### src/rtl/tbp_regs.vh
// Register map, field positions and reset values of the timer pair
`ifndef TBP_REGS_VH
`define TBP_REGS_VH

// Register byte offsets: each control register has clear, set and invert aliases
`define TBP_EVEN_CTRL       8'h00
`define TBP_EVEN_CTRL_CLR   8'h04
`define TBP_EVEN_CTRL_SET   8'h08
`define TBP_EVEN_CTRL_INV   8'h0C
`define TBP_EVEN_COUNT      8'h10
`define TBP_EVEN_PERIOD     8'h14
`define TBP_ODD_CTRL        8'h20
`define TBP_ODD_CTRL_CLR    8'h24
`define TBP_ODD_CTRL_SET    8'h28
`define TBP_ODD_CTRL_INV    8'h2C
`define TBP_ODD_COUNT       8'h30
`define TBP_ODD_PERIOD      8'h34
`define TBP_IRQ_STATUS      8'h40
`define TBP_IRQ_MASK        8'h44

// Control field positions
`define TBP_BIT_ENABLE      15
`define TBP_BIT_IDLE_STOP   13
`define TBP_BIT_GATE        7
`define TBP_BIT_PS_HI       6
`define TBP_BIT_PS_LO       4
`define TBP_BIT_JOIN        3
`define TBP_BIT_SRC         1

// Writable control bits: even timer has the join bit, odd timer does not
`define TBP_EVEN_CTRL_MASK  32'h0000_A0FA
`define TBP_ODD_CTRL_MASK   32'h0000_A0F2
`define TBP_CTRL_RESET      32'h0000_0000
`define TBP_PERIOD_RESET    16'hFFFF

// Interrupt status bits
`define TBP_IRQ_EVEN        0
`define TBP_IRQ_ODD         1

`endif

### src/rtl/tbp_counter.v
// One 16-bit timer slice: prescaler, gate handling and period counter
`timescale 1ns/10ps
module tbp_counter #(
  parameter WIDTH = 16
) (
  input  wire             clk_i,
  input  wire             nrst_i,
  input  wire             run_i,
  input  wire             src_ext_i,
  input  wire             gate_en_i,
  input  wire [2:0]       ps_sel_i,
  input  wire             ext_pin_i,
  input  wire             gate_pin_i,
  input  wire             wr_count_i,
  input  wire [WIDTH-1:0] wr_data_i,
  input  wire [WIDTH-1:0] period_i,
  output reg  [WIDTH-1:0] count_o,
  output reg              wrap_o,
  output reg              gate_fall_o,
  output wire             roll_o
);

  reg  [7:0] prescale;
  reg        ext_prev;
  reg        gate_prev;
  reg  [7:0] ps_limit;
  wire       gated;
  wire       tick_in;
  wire       tick;

  // Prescale code to divide-by minus one
  always @* begin
    case (ps_sel_i)
      3'h0: ps_limit = 8'h00;
      3'h1: ps_limit = 8'h01;
      3'h2: ps_limit = 8'h03;
      3'h3: ps_limit = 8'h07;
      3'h4: ps_limit = 8'h0F;
      3'h5: ps_limit = 8'h1F;
      3'h6: ps_limit = 8'h3F;
      default: ps_limit = 8'hFF;
    endcase
  end

  // Gate only applies to the internal source
  assign gated   = gate_en_i & ~src_ext_i;
  assign tick_in = src_ext_i ? (ext_pin_i & ~ext_prev) : (~gated | gate_pin_i);
  assign tick    = run_i & tick_in & (prescale == ps_limit);
  // Wrap at this edge, seen in time for a joined upper half
  assign roll_o  = tick & ~wr_count_i & (count_o == period_i);

  // Prescaler, edge history and counter
  always @(posedge clk_i or negedge nrst_i) begin
    if (!nrst_i) begin
      prescale    <= 8'h00;
      ext_prev    <= 1'b0;
      gate_prev   <= 1'b0;
      count_o     <= {WIDTH{1'b0}};
      wrap_o      <= 1'b0;
      gate_fall_o <= 1'b0;
    end else begin
      ext_prev    <= ext_pin_i;
      gate_prev   <= gate_pin_i;
      wrap_o      <= 1'b0;
      gate_fall_o <= run_i & gated & gate_prev & ~gate_pin_i;
      if (!run_i) begin
        prescale <= 8'h00;
      end else if (tick_in) begin
        prescale <= (prescale == ps_limit) ? 8'h00 : prescale + 8'h01;
      end
      if (wr_count_i) begin
        count_o <= wr_data_i;
      end else if (tick) begin
        if (count_o == period_i) begin
          count_o <= {WIDTH{1'b0}};
          wrap_o  <= ~gated;
        end else begin
          count_o <= count_o + {{(WIDTH-1){1'b0}}, 1'b1};
        end
      end
    end
  end

endmodule

### src/rtl/tbp_timer_pair.v
// Pair of 16-bit timers joinable into one 32-bit timer, with APB registers
//
// Contract
// - Each timer counts 16-bit free-running from internal, gated or external source.
// - Even and odd timers may join into one 32-bit counter, same modes.
// - Control bit 15 enables the timer; resets to zero.
// - Control bit 13 set stops the timer in Idle mode.
// - Bit 7 gates internal clock; with external source ignored and reads zero.
// - Bits 6-4 prescale by 1,2,4,8,16,32,64,256.
// - Even timer bit 3 joins the pair into a 32-bit timer.
// - The join bit exists only in the even timer.
// - In joined mode odd timer enable, gate, prescale, source have no effect.
// - Control bit 1 selects external pin when set, internal clock when clear.
// - Only this pair's counters are offered as capture/compare time base.
// - Only the odd timer, or joined pair, drives the converter trigger.
// - Unimplemented control bits read as zero.
// - Clear, set and invert aliases modify control bits atomically.
//
// The placing of the registers and the APB register port are this design's own decisions.
`timescale 1ns/10ps
`include "tbp_regs.vh"
module tbp_timer_pair (
  input  wire        clk_i,
  input  wire        nrst_i,
  input  wire        psel_i,
  input  wire        penable_i,
  input  wire        pwrite_i,
  input  wire [7:0]  paddr_i,
  input  wire [31:0] pwdata_i,
  output reg  [31:0] prdata_o,
  output reg         pready_o,
  output reg         pslverr_o,
  input  wire        idle_mode_i,
  input  wire        even_count_pin_i,
  input  wire        even_gate_pin_i,
  input  wire        odd_count_pin_i,
  input  wire        odd_gate_pin_i,
  output reg  [31:0] time_base_o,
  output reg         joined_o,
  output reg         adc_trigger_o,
  output reg         irq_o
);

  // ==========================================================
  // Register storage
  reg  [31:0] even_ctrl;
  reg  [31:0] odd_ctrl;
  reg  [15:0] even_period;
  reg  [15:0] odd_period;
  reg  [1:0]  irq_status;
  reg  [1:0]  irq_mask;
  reg  [31:0] next_even_ctrl;
  reg  [31:0] next_odd_ctrl;
  reg  [31:0] rd_data;
  reg         rd_ok;

  wire        access;
  wire        wr;
  wire        pair_join;
  wire [15:0] even_count;
  wire [15:0] odd_count;
  wire        even_wrap;
  wire        odd_wrap;
  wire        even_gfall;
  wire        odd_gfall;
  wire        even_roll;
  wire        odd_top;
  wire        odd_load;
  wire [15:0] odd_load_val;
  wire        even_gated;
  wire        wrap32;
  wire        even_run;
  wire        odd_run;
  wire        lo_run;
  wire [1:0]  irq_set;

  assign access    = psel_i & penable_i & pready_o;
  assign wr        = access & pwrite_i;
  assign pair_join = even_ctrl[`TBP_BIT_JOIN];

  // ==========================================================
  // Timer enables
  assign even_run = even_ctrl[`TBP_BIT_ENABLE] &
                    ~(idle_mode_i & even_ctrl[`TBP_BIT_IDLE_STOP]);
  // Joined: odd half runs from even enable, yet obeys its own idle stop
  assign odd_run  = pair_join ? (even_run & ~(idle_mode_i & odd_ctrl[`TBP_BIT_IDLE_STOP]))
                              : (odd_ctrl[`TBP_BIT_ENABLE] &
                                 ~(idle_mode_i & odd_ctrl[`TBP_BIT_IDLE_STOP]));
  assign lo_run   = pair_join ? (even_run & odd_run) : even_run;

  // Joined: once the upper half sits at its period, the lower half wraps at its own
  assign odd_top  = (odd_count == odd_period);

  tbp_counter #(.WIDTH(16)) u_even (
    .clk_i       (clk_i),
    .nrst_i      (nrst_i),
    .run_i       (lo_run),
    .src_ext_i   (even_ctrl[`TBP_BIT_SRC]),
    .gate_en_i   (even_ctrl[`TBP_BIT_GATE]),
    .ps_sel_i    (even_ctrl[`TBP_BIT_PS_HI:`TBP_BIT_PS_LO]),
    .ext_pin_i   (even_count_pin_i),
    .gate_pin_i  (even_gate_pin_i),
    .wr_count_i  (wr & (paddr_i == `TBP_EVEN_COUNT)),
    .wr_data_i   (pwdata_i[15:0]),
    .period_i    (pair_join ? (odd_top ? even_period : 16'hFFFF) : even_period),
    .count_o     (even_count),
    .wrap_o      (even_wrap),
    .gate_fall_o (even_gfall),
    .roll_o      (even_roll)
  );

  // Joined: upper half steps, or clears at the 32-bit period, at the same edge as the lower roll
  assign odd_load     = (wr & (paddr_i == `TBP_ODD_COUNT)) | (pair_join & even_roll);
  assign odd_load_val = (wr & (paddr_i == `TBP_ODD_COUNT)) ? pwdata_i[15:0] :
                        (odd_top ? 16'h0000 : odd_count + 16'h0001);

  tbp_counter #(.WIDTH(16)) u_odd (
    .clk_i       (clk_i),
    .nrst_i      (nrst_i),
    .run_i       (pair_join ? 1'b0 : odd_run),
    .src_ext_i   (odd_ctrl[`TBP_BIT_SRC]),
    .gate_en_i   (odd_ctrl[`TBP_BIT_GATE]),
    .ps_sel_i    (odd_ctrl[`TBP_BIT_PS_HI:`TBP_BIT_PS_LO]),
    .ext_pin_i   (odd_count_pin_i),
    .gate_pin_i  (odd_gate_pin_i),
    .wr_count_i  (odd_load),
    .wr_data_i   (odd_load_val),
    .period_i    (odd_period),
    .count_o     (odd_count),
    .wrap_o      (odd_wrap),
    .gate_fall_o (odd_gfall),
    .roll_o      ()
  );

  // Joined wrap; in gated mode only the gate's falling edge flags
  assign even_gated = even_ctrl[`TBP_BIT_GATE] & ~even_ctrl[`TBP_BIT_SRC];
  assign wrap32     = pair_join & even_roll & odd_top & ~even_gated;

  // Interrupt events; joined events land on the odd flag
  assign irq_set[`TBP_IRQ_EVEN] = ~pair_join & (even_wrap | even_gfall);
  assign irq_set[`TBP_IRQ_ODD]  = pair_join ? (wrap32 | even_gfall) : (odd_wrap | odd_gfall);

  // ==========================================================
  // Control write with aliases
  always @* begin
    next_even_ctrl = even_ctrl;
    next_odd_ctrl  = odd_ctrl;
    if (wr) begin
      case (paddr_i)
        `TBP_EVEN_CTRL:     next_even_ctrl = pwdata_i;
        `TBP_EVEN_CTRL_CLR: next_even_ctrl = even_ctrl & ~pwdata_i;
        `TBP_EVEN_CTRL_SET: next_even_ctrl = even_ctrl | pwdata_i;
        `TBP_EVEN_CTRL_INV: next_even_ctrl = even_ctrl ^ pwdata_i;
        `TBP_ODD_CTRL:      next_odd_ctrl  = pwdata_i;
        `TBP_ODD_CTRL_CLR:  next_odd_ctrl  = odd_ctrl & ~pwdata_i;
        `TBP_ODD_CTRL_SET:  next_odd_ctrl  = odd_ctrl | pwdata_i;
        `TBP_ODD_CTRL_INV:  next_odd_ctrl  = odd_ctrl ^ pwdata_i;
        default: begin
          next_even_ctrl = even_ctrl;
        end
      endcase
    end
    next_even_ctrl = next_even_ctrl & `TBP_EVEN_CTRL_MASK;
    next_odd_ctrl  = next_odd_ctrl & `TBP_ODD_CTRL_MASK;
  end

  // Read view of control: gate bit reads zero with external source
  function [31:0] tbp_ctrl_view;
    input [31:0] ctrl;
    begin
      tbp_ctrl_view = ctrl;
      if (ctrl[`TBP_BIT_SRC]) begin
        tbp_ctrl_view[`TBP_BIT_GATE] = 1'b0;
      end
    end
  endfunction

  // Read decode
  always @* begin
    rd_ok   = 1'b1;
    rd_data = 32'h0000_0000;
    case (paddr_i)
      `TBP_EVEN_CTRL:   rd_data = tbp_ctrl_view(even_ctrl);
      `TBP_ODD_CTRL:    rd_data = tbp_ctrl_view(odd_ctrl);
      `TBP_EVEN_COUNT:  rd_data = {16'h0000, even_count};
      `TBP_ODD_COUNT:   rd_data = {16'h0000, odd_count};
      `TBP_EVEN_PERIOD: rd_data = {16'h0000, even_period};
      `TBP_ODD_PERIOD:  rd_data = {16'h0000, odd_period};
      `TBP_IRQ_STATUS:  rd_data = {30'h0000_0000, irq_status};
      `TBP_IRQ_MASK:    rd_data = {30'h0000_0000, irq_mask};
      `TBP_EVEN_CTRL_CLR, `TBP_EVEN_CTRL_SET, `TBP_EVEN_CTRL_INV,
      `TBP_ODD_CTRL_CLR, `TBP_ODD_CTRL_SET, `TBP_ODD_CTRL_INV: rd_data = 32'h0000_0000;
      default:          rd_ok = 1'b0;
    endcase
  end

  // ==========================================================
  // Registers, APB answer and outputs
  always @(posedge clk_i or negedge nrst_i) begin
    if (!nrst_i) begin
      even_ctrl     <= `TBP_CTRL_RESET;
      odd_ctrl      <= `TBP_CTRL_RESET;
      even_period   <= `TBP_PERIOD_RESET;
      odd_period    <= `TBP_PERIOD_RESET;
      irq_status    <= 2'h0;
      irq_mask      <= 2'h0;
      prdata_o      <= 32'h0000_0000;
      pready_o      <= 1'b0;
      pslverr_o     <= 1'b0;
      time_base_o   <= 32'h0000_0000;
      joined_o      <= 1'b0;
      adc_trigger_o <= 1'b0;
      irq_o         <= 1'b0;
    end else begin
      even_ctrl <= next_even_ctrl;
      odd_ctrl  <= next_odd_ctrl;
      if (wr && paddr_i == `TBP_EVEN_PERIOD) begin
        even_period <= pwdata_i[15:0];
      end
      if (wr && paddr_i == `TBP_ODD_PERIOD) begin
        odd_period <= pwdata_i[15:0];
      end
      if (wr && paddr_i == `TBP_IRQ_MASK) begin
        irq_mask <= pwdata_i[1:0];
      end
      // Set beats write-one-to-clear
      if (wr && paddr_i == `TBP_IRQ_STATUS) begin
        irq_status <= (irq_status & ~pwdata_i[1:0]) | irq_set;
      end else begin
        irq_status <= irq_status | irq_set;
      end
      // No wait cycle, answer in first access cycle
      pready_o  <= psel_i & ~penable_i;
      pslverr_o <= psel_i & ~penable_i & ~rd_ok;
      prdata_o  <= (psel_i & ~penable_i & ~pwrite_i) ? rd_data : 32'h0000_0000;
      time_base_o   <= {odd_count, even_count};
      joined_o      <= pair_join;
      adc_trigger_o <= pair_join ? wrap32 : odd_wrap;
      irq_o         <= |((irq_status | irq_set) & irq_mask);
    end
  end

endmodule

### config.mk
export PLATFORM = sky130hd
export DESIGN_NAME = tbp_timer_pair
export DESIGN_NICKNAME = d
export VERILOG_FILES = /design/src/rtl/tbp_counter.v /design/src/rtl/tbp_timer_pair.v
export VERILOG_INCLUDE_DIRS = /design/src /design/src/rtl
export SDC_FILE = /design/constraint.sdc
export NUM_CORES = 1
export LEC_CHECK = 0
export CELL_PAD_IN_SITES_DETAIL_PLACEMENT = 1
export CELL_PAD_IN_SITES_GLOBAL_PLACEMENT = 1
export CORE_MARGIN = 2
export CORE_UTILIZATION = 53
export DETAILED_ROUTE_END_ITERATION = 12
export DONT_BUFFER_PORTS = 1
export PLACE_DENSITY = 0.91
export REMOVE_ABC_BUFFERS = 1
export SYNTH_ARGS = -nofsm -noshare
export SYNTH_HDL_FRONTEND = slang
export SYNTH_SLANG_ARGS = --single-unit
### constraint.sdc
create_clock -name clk_i -period 6.2 [get_ports clk_i]
set_input_delay 1.24 -clock clk_i [delete_from_list [all_inputs] [get_ports clk_i]]
set_output_delay 1.24 -clock clk_i [all_outputs]
set_load 0.02 [all_outputs]
==> results_dict.tcl <==
set metrics [dict create \
    synthTopCellsByArea "dfrtp_1, dfstp_2, ha_1" \
    ys_types 73 \
    synth_edf_count 0 \
    setup_tns_ns 0 \
    clock_latency_ns 0.45 \
    vias_per_cell 6.79 \
    dieArea_um2 18000 \
    critical_path_arrival_ns 3.89 \
    drv_slew 0 \
    die_w_um 134 \
    vdd_drop_max_mv 0.228 \
    final_common_cell "dfrtp_1" \
    drt_iter0_drc 731 \
    cts_tree "yes" \
    leakagePower_nw 4.11 \
    synth_top_area_cell "dfrtp_1" \
    post_cts_buffers 0 \
    syn-instance-count 956 \
    synthFlopType "dfrtp_1" \
    setup_ws_ns 2.67 \
    nets 1011 \
    routedWlPerCell_um 26.0 \
    start_kind "primary input" \
    cts.htree.levels 4 \
    ys_seq_elements 160 \
    cts_buffers 17 \
    crit_path_end_kind "flip-flop" \
    power_density_nw_per_um2 288 \
    totalWireLength_um 30200 \
    io_buffers 0 \
    fillCellCount 1892 \
    fp.dieH_um 134 \
    yosysSeqAreaShare_pct 45.0 \
    rsz0062_at_grt "false" \
    required_ns 6.56 \
    coreArea_um2 16600 \
    grt_overflow 0 \
    async_flop_share_pct 100 \
    power.total_mw 2.75 \
    rows 47 \
    grtUsageTotal_pct 34.3 \
    synth_warnings 0 \
    syn2layout_area_growth_pct 6.45 \
    fin_hold_ws_ns 0.486 \
    final_cell_mix "dfrtp_1, nand2_1, o21ai_0" \
    cts_resized 0 \
    hold_class "in -> async" \
    pre_cts_slack_ns 2.31 \
    dpl.hpwl_um 19900 \
    setup_viol 0 \
    final_layout_size_suffix_gt1_share_pct 11.3 \
    maxCapViolations 0 \
    cts_num_sinks 160 \
    antenna_cells 0 \
    period_minus_slack_ns 3.53 \
    timing.final.crit_share_pct 56.9 \
    final_core_util_pct 57.7 \
    multi_input_area_um2 4510 \
    crit_type "in -> reg" \
    initial_core_util_pct 54.2 \
    outcome "finished clean" \
    num_vias 7876 \
    final_hold_viol_count 0 \
    clock_path_buffers 2 \
    cts.clk_slew.worst_paths_ns 0.07 \
    antenna_found_initial 1 \
    seq_area_um2 4040 \
    grt_pass1_wl_um 47000 \
    dr.pass1.iters 6 \
    io_pins 119 \
    grt_pass1_vias 8191 \
    skew_ns 0.0121 \
    hold_buffers 0 \
    path_max_fanout 35 \
    tightest_slew_ns 1.22 \
    postRouteAntennaNets 0 \
    maxSlewHeadroom_pct 18.6 \
    globalplace.congestion 0.895 \
    max_freq_ghz 0.283 \
    yosys.area.top_type_share_pct 35.7 \
    drc 0 \
    synth_area_um2 8980 \
    clk_root_buffer_cell "clkbuf_16" \
    synth.avg_cell_area_um2 9.40 \
    grt_max_degree 161 \
]
==> report_power, final <==
group / internal, mW / switching [mW] / total (mW)
clock: 0.528 / 0.472 / 0.999
combinational: 0.166 / 0.356 / 0.522
sequential: 1.10 / 0.129 / 1.23
total: 1.79 / 0.957 / 2.75
==> cell usage after synthesis (4+ instances only) <==
| cell type | n |
|---|---|
| and3_1 | 21 |
| buf_4 | 18 |
| mux2_2 | 18 |
| o211ai_1 | 8 |
| nor4_1 | 10 |
| a21o_1 | 6 |
| and2_1 | 6 |
| a22oi_1 | 36 |
| clkbuf_1 | 33 |
| nor2b_1 | 15 |
| buf_2 | 16 |
| nor2_1 | 74 |
| a22o_1 | 8 |
| nor3_1 | 30 |
| inv_1 | 34 |
| nor3b_1 | 12 |
| a32oi_1 | 6 |
| dfstp_2 | 32 |
| a21oi_1 | 26 |
| nand3b_1 | 11 |
| nand2b_1 | 23 |
| xor2_1 | 21 |
| ha_1 | 34 |
| and4_1 | 4 |
| o21ai_0 | 77 |
| nand2_1 | 95 |
| o2111ai_1 | 5 |
| dfrtp_1 | 128 |
| nand4_1 | 6 |
| nand3_1 | 28 |
| a2111oi_0 | 13 |
| mux2i_1 | 7 |
| a221oi_1 | 12 |
| or3_1 | 7 |
| a31oi_1 | 26 |
| nor4b_1 | 4 |
==> cells by family after synthesis <==
kind of cell	count (synthesis)	share of synthesized area, %
compound gates	247	18.5
xor+xnor	22	2.14
fa+ha+maj	34	4.74
buf+inv	104	5.50
flops	160	45.0
mux	25	3.04
other cells	1	0.0417
simple gates	363	21.1
==> per-layer routing <==
metal | global-route usage, % | vias up | wire [um]
li1 | - | 3390 | -
met1 | 41.4 | 3944 | 11300
met2 | 55.0 | 397 | 14300
met3 | 8.58 | 143 | 2490
met4 | 21.7 | 2 | 2010
met5 | 0 | - | 13
==> through the flow <==
stage / cells / area, um^2
floorplan: 901 / 8670
detailed placement: 1127 / 9000
global placement: 1127 / 9000
finish: 1160 / 9560
global route: 1160 / 9560
CTS: 1159 / 9550
==> path summary, 6_finish.rpt <==
path,from,endpoint,slack (ns),depth (start not counted)
setup / recovery,paddr_i[2],u_odd.count_o[9]$_DFFE_PN0P_,2.67,8
max in group asynchronous,nrst_i,even_period[12]$_DFFE_PN1P_,5.43,0
hold / removal,nrst_i,u_even.count_o[13]$_DFFE_PN0P_,0.49,0
hold reg to reg,odd_period[13]$_DFFE_PN1P_,odd_period[13]$_DFFE_PN1P_,0.50,2
min in group clk_i,odd_period[13]$_DFFE_PN1P_,odd_period[13]$_DFFE_PN1P_,0.50,2
setup reg to reg,u_even.count_o[4]$_DFFE_PN0P_,u_even.count_o[0]$_DFFE_PN0P_,2.71,7
==> layout make-up <==
class / instances / area share (%)
flip-flops and latches: 160 / 42.3
multi-input cells: 707 / 47.2
repair buffers: 7 / 0.589
well taps: 220 / 2.88
clock inverters: 14 / 1.13
clock buffers: 18 / 4.59
inverters: 34 / 1.33
==> flip-flops by register name, summed over array words and instances, names as in the netlist, 8 cells and up <==
name / flops
time_base_o: 32
u_odd.prescale: 8
u_odd.count_o: 16
odd_period: 16
u_even.count_o: 16
u_even.prescale: 8
prdata_o: 16
even_ctrl: 8
even_period: 16
==> critical path: stages <==
cell and delay (ns):
nor4_2 0.45, nand2_1 0.16, or2_1 0.68, and3_1 0.42
a311oi_2 0.24, buf_4 0.30, and2b_1 0.22, o21ai_0 0.15
Note: power is estimated with default switching activity, not from simulation.
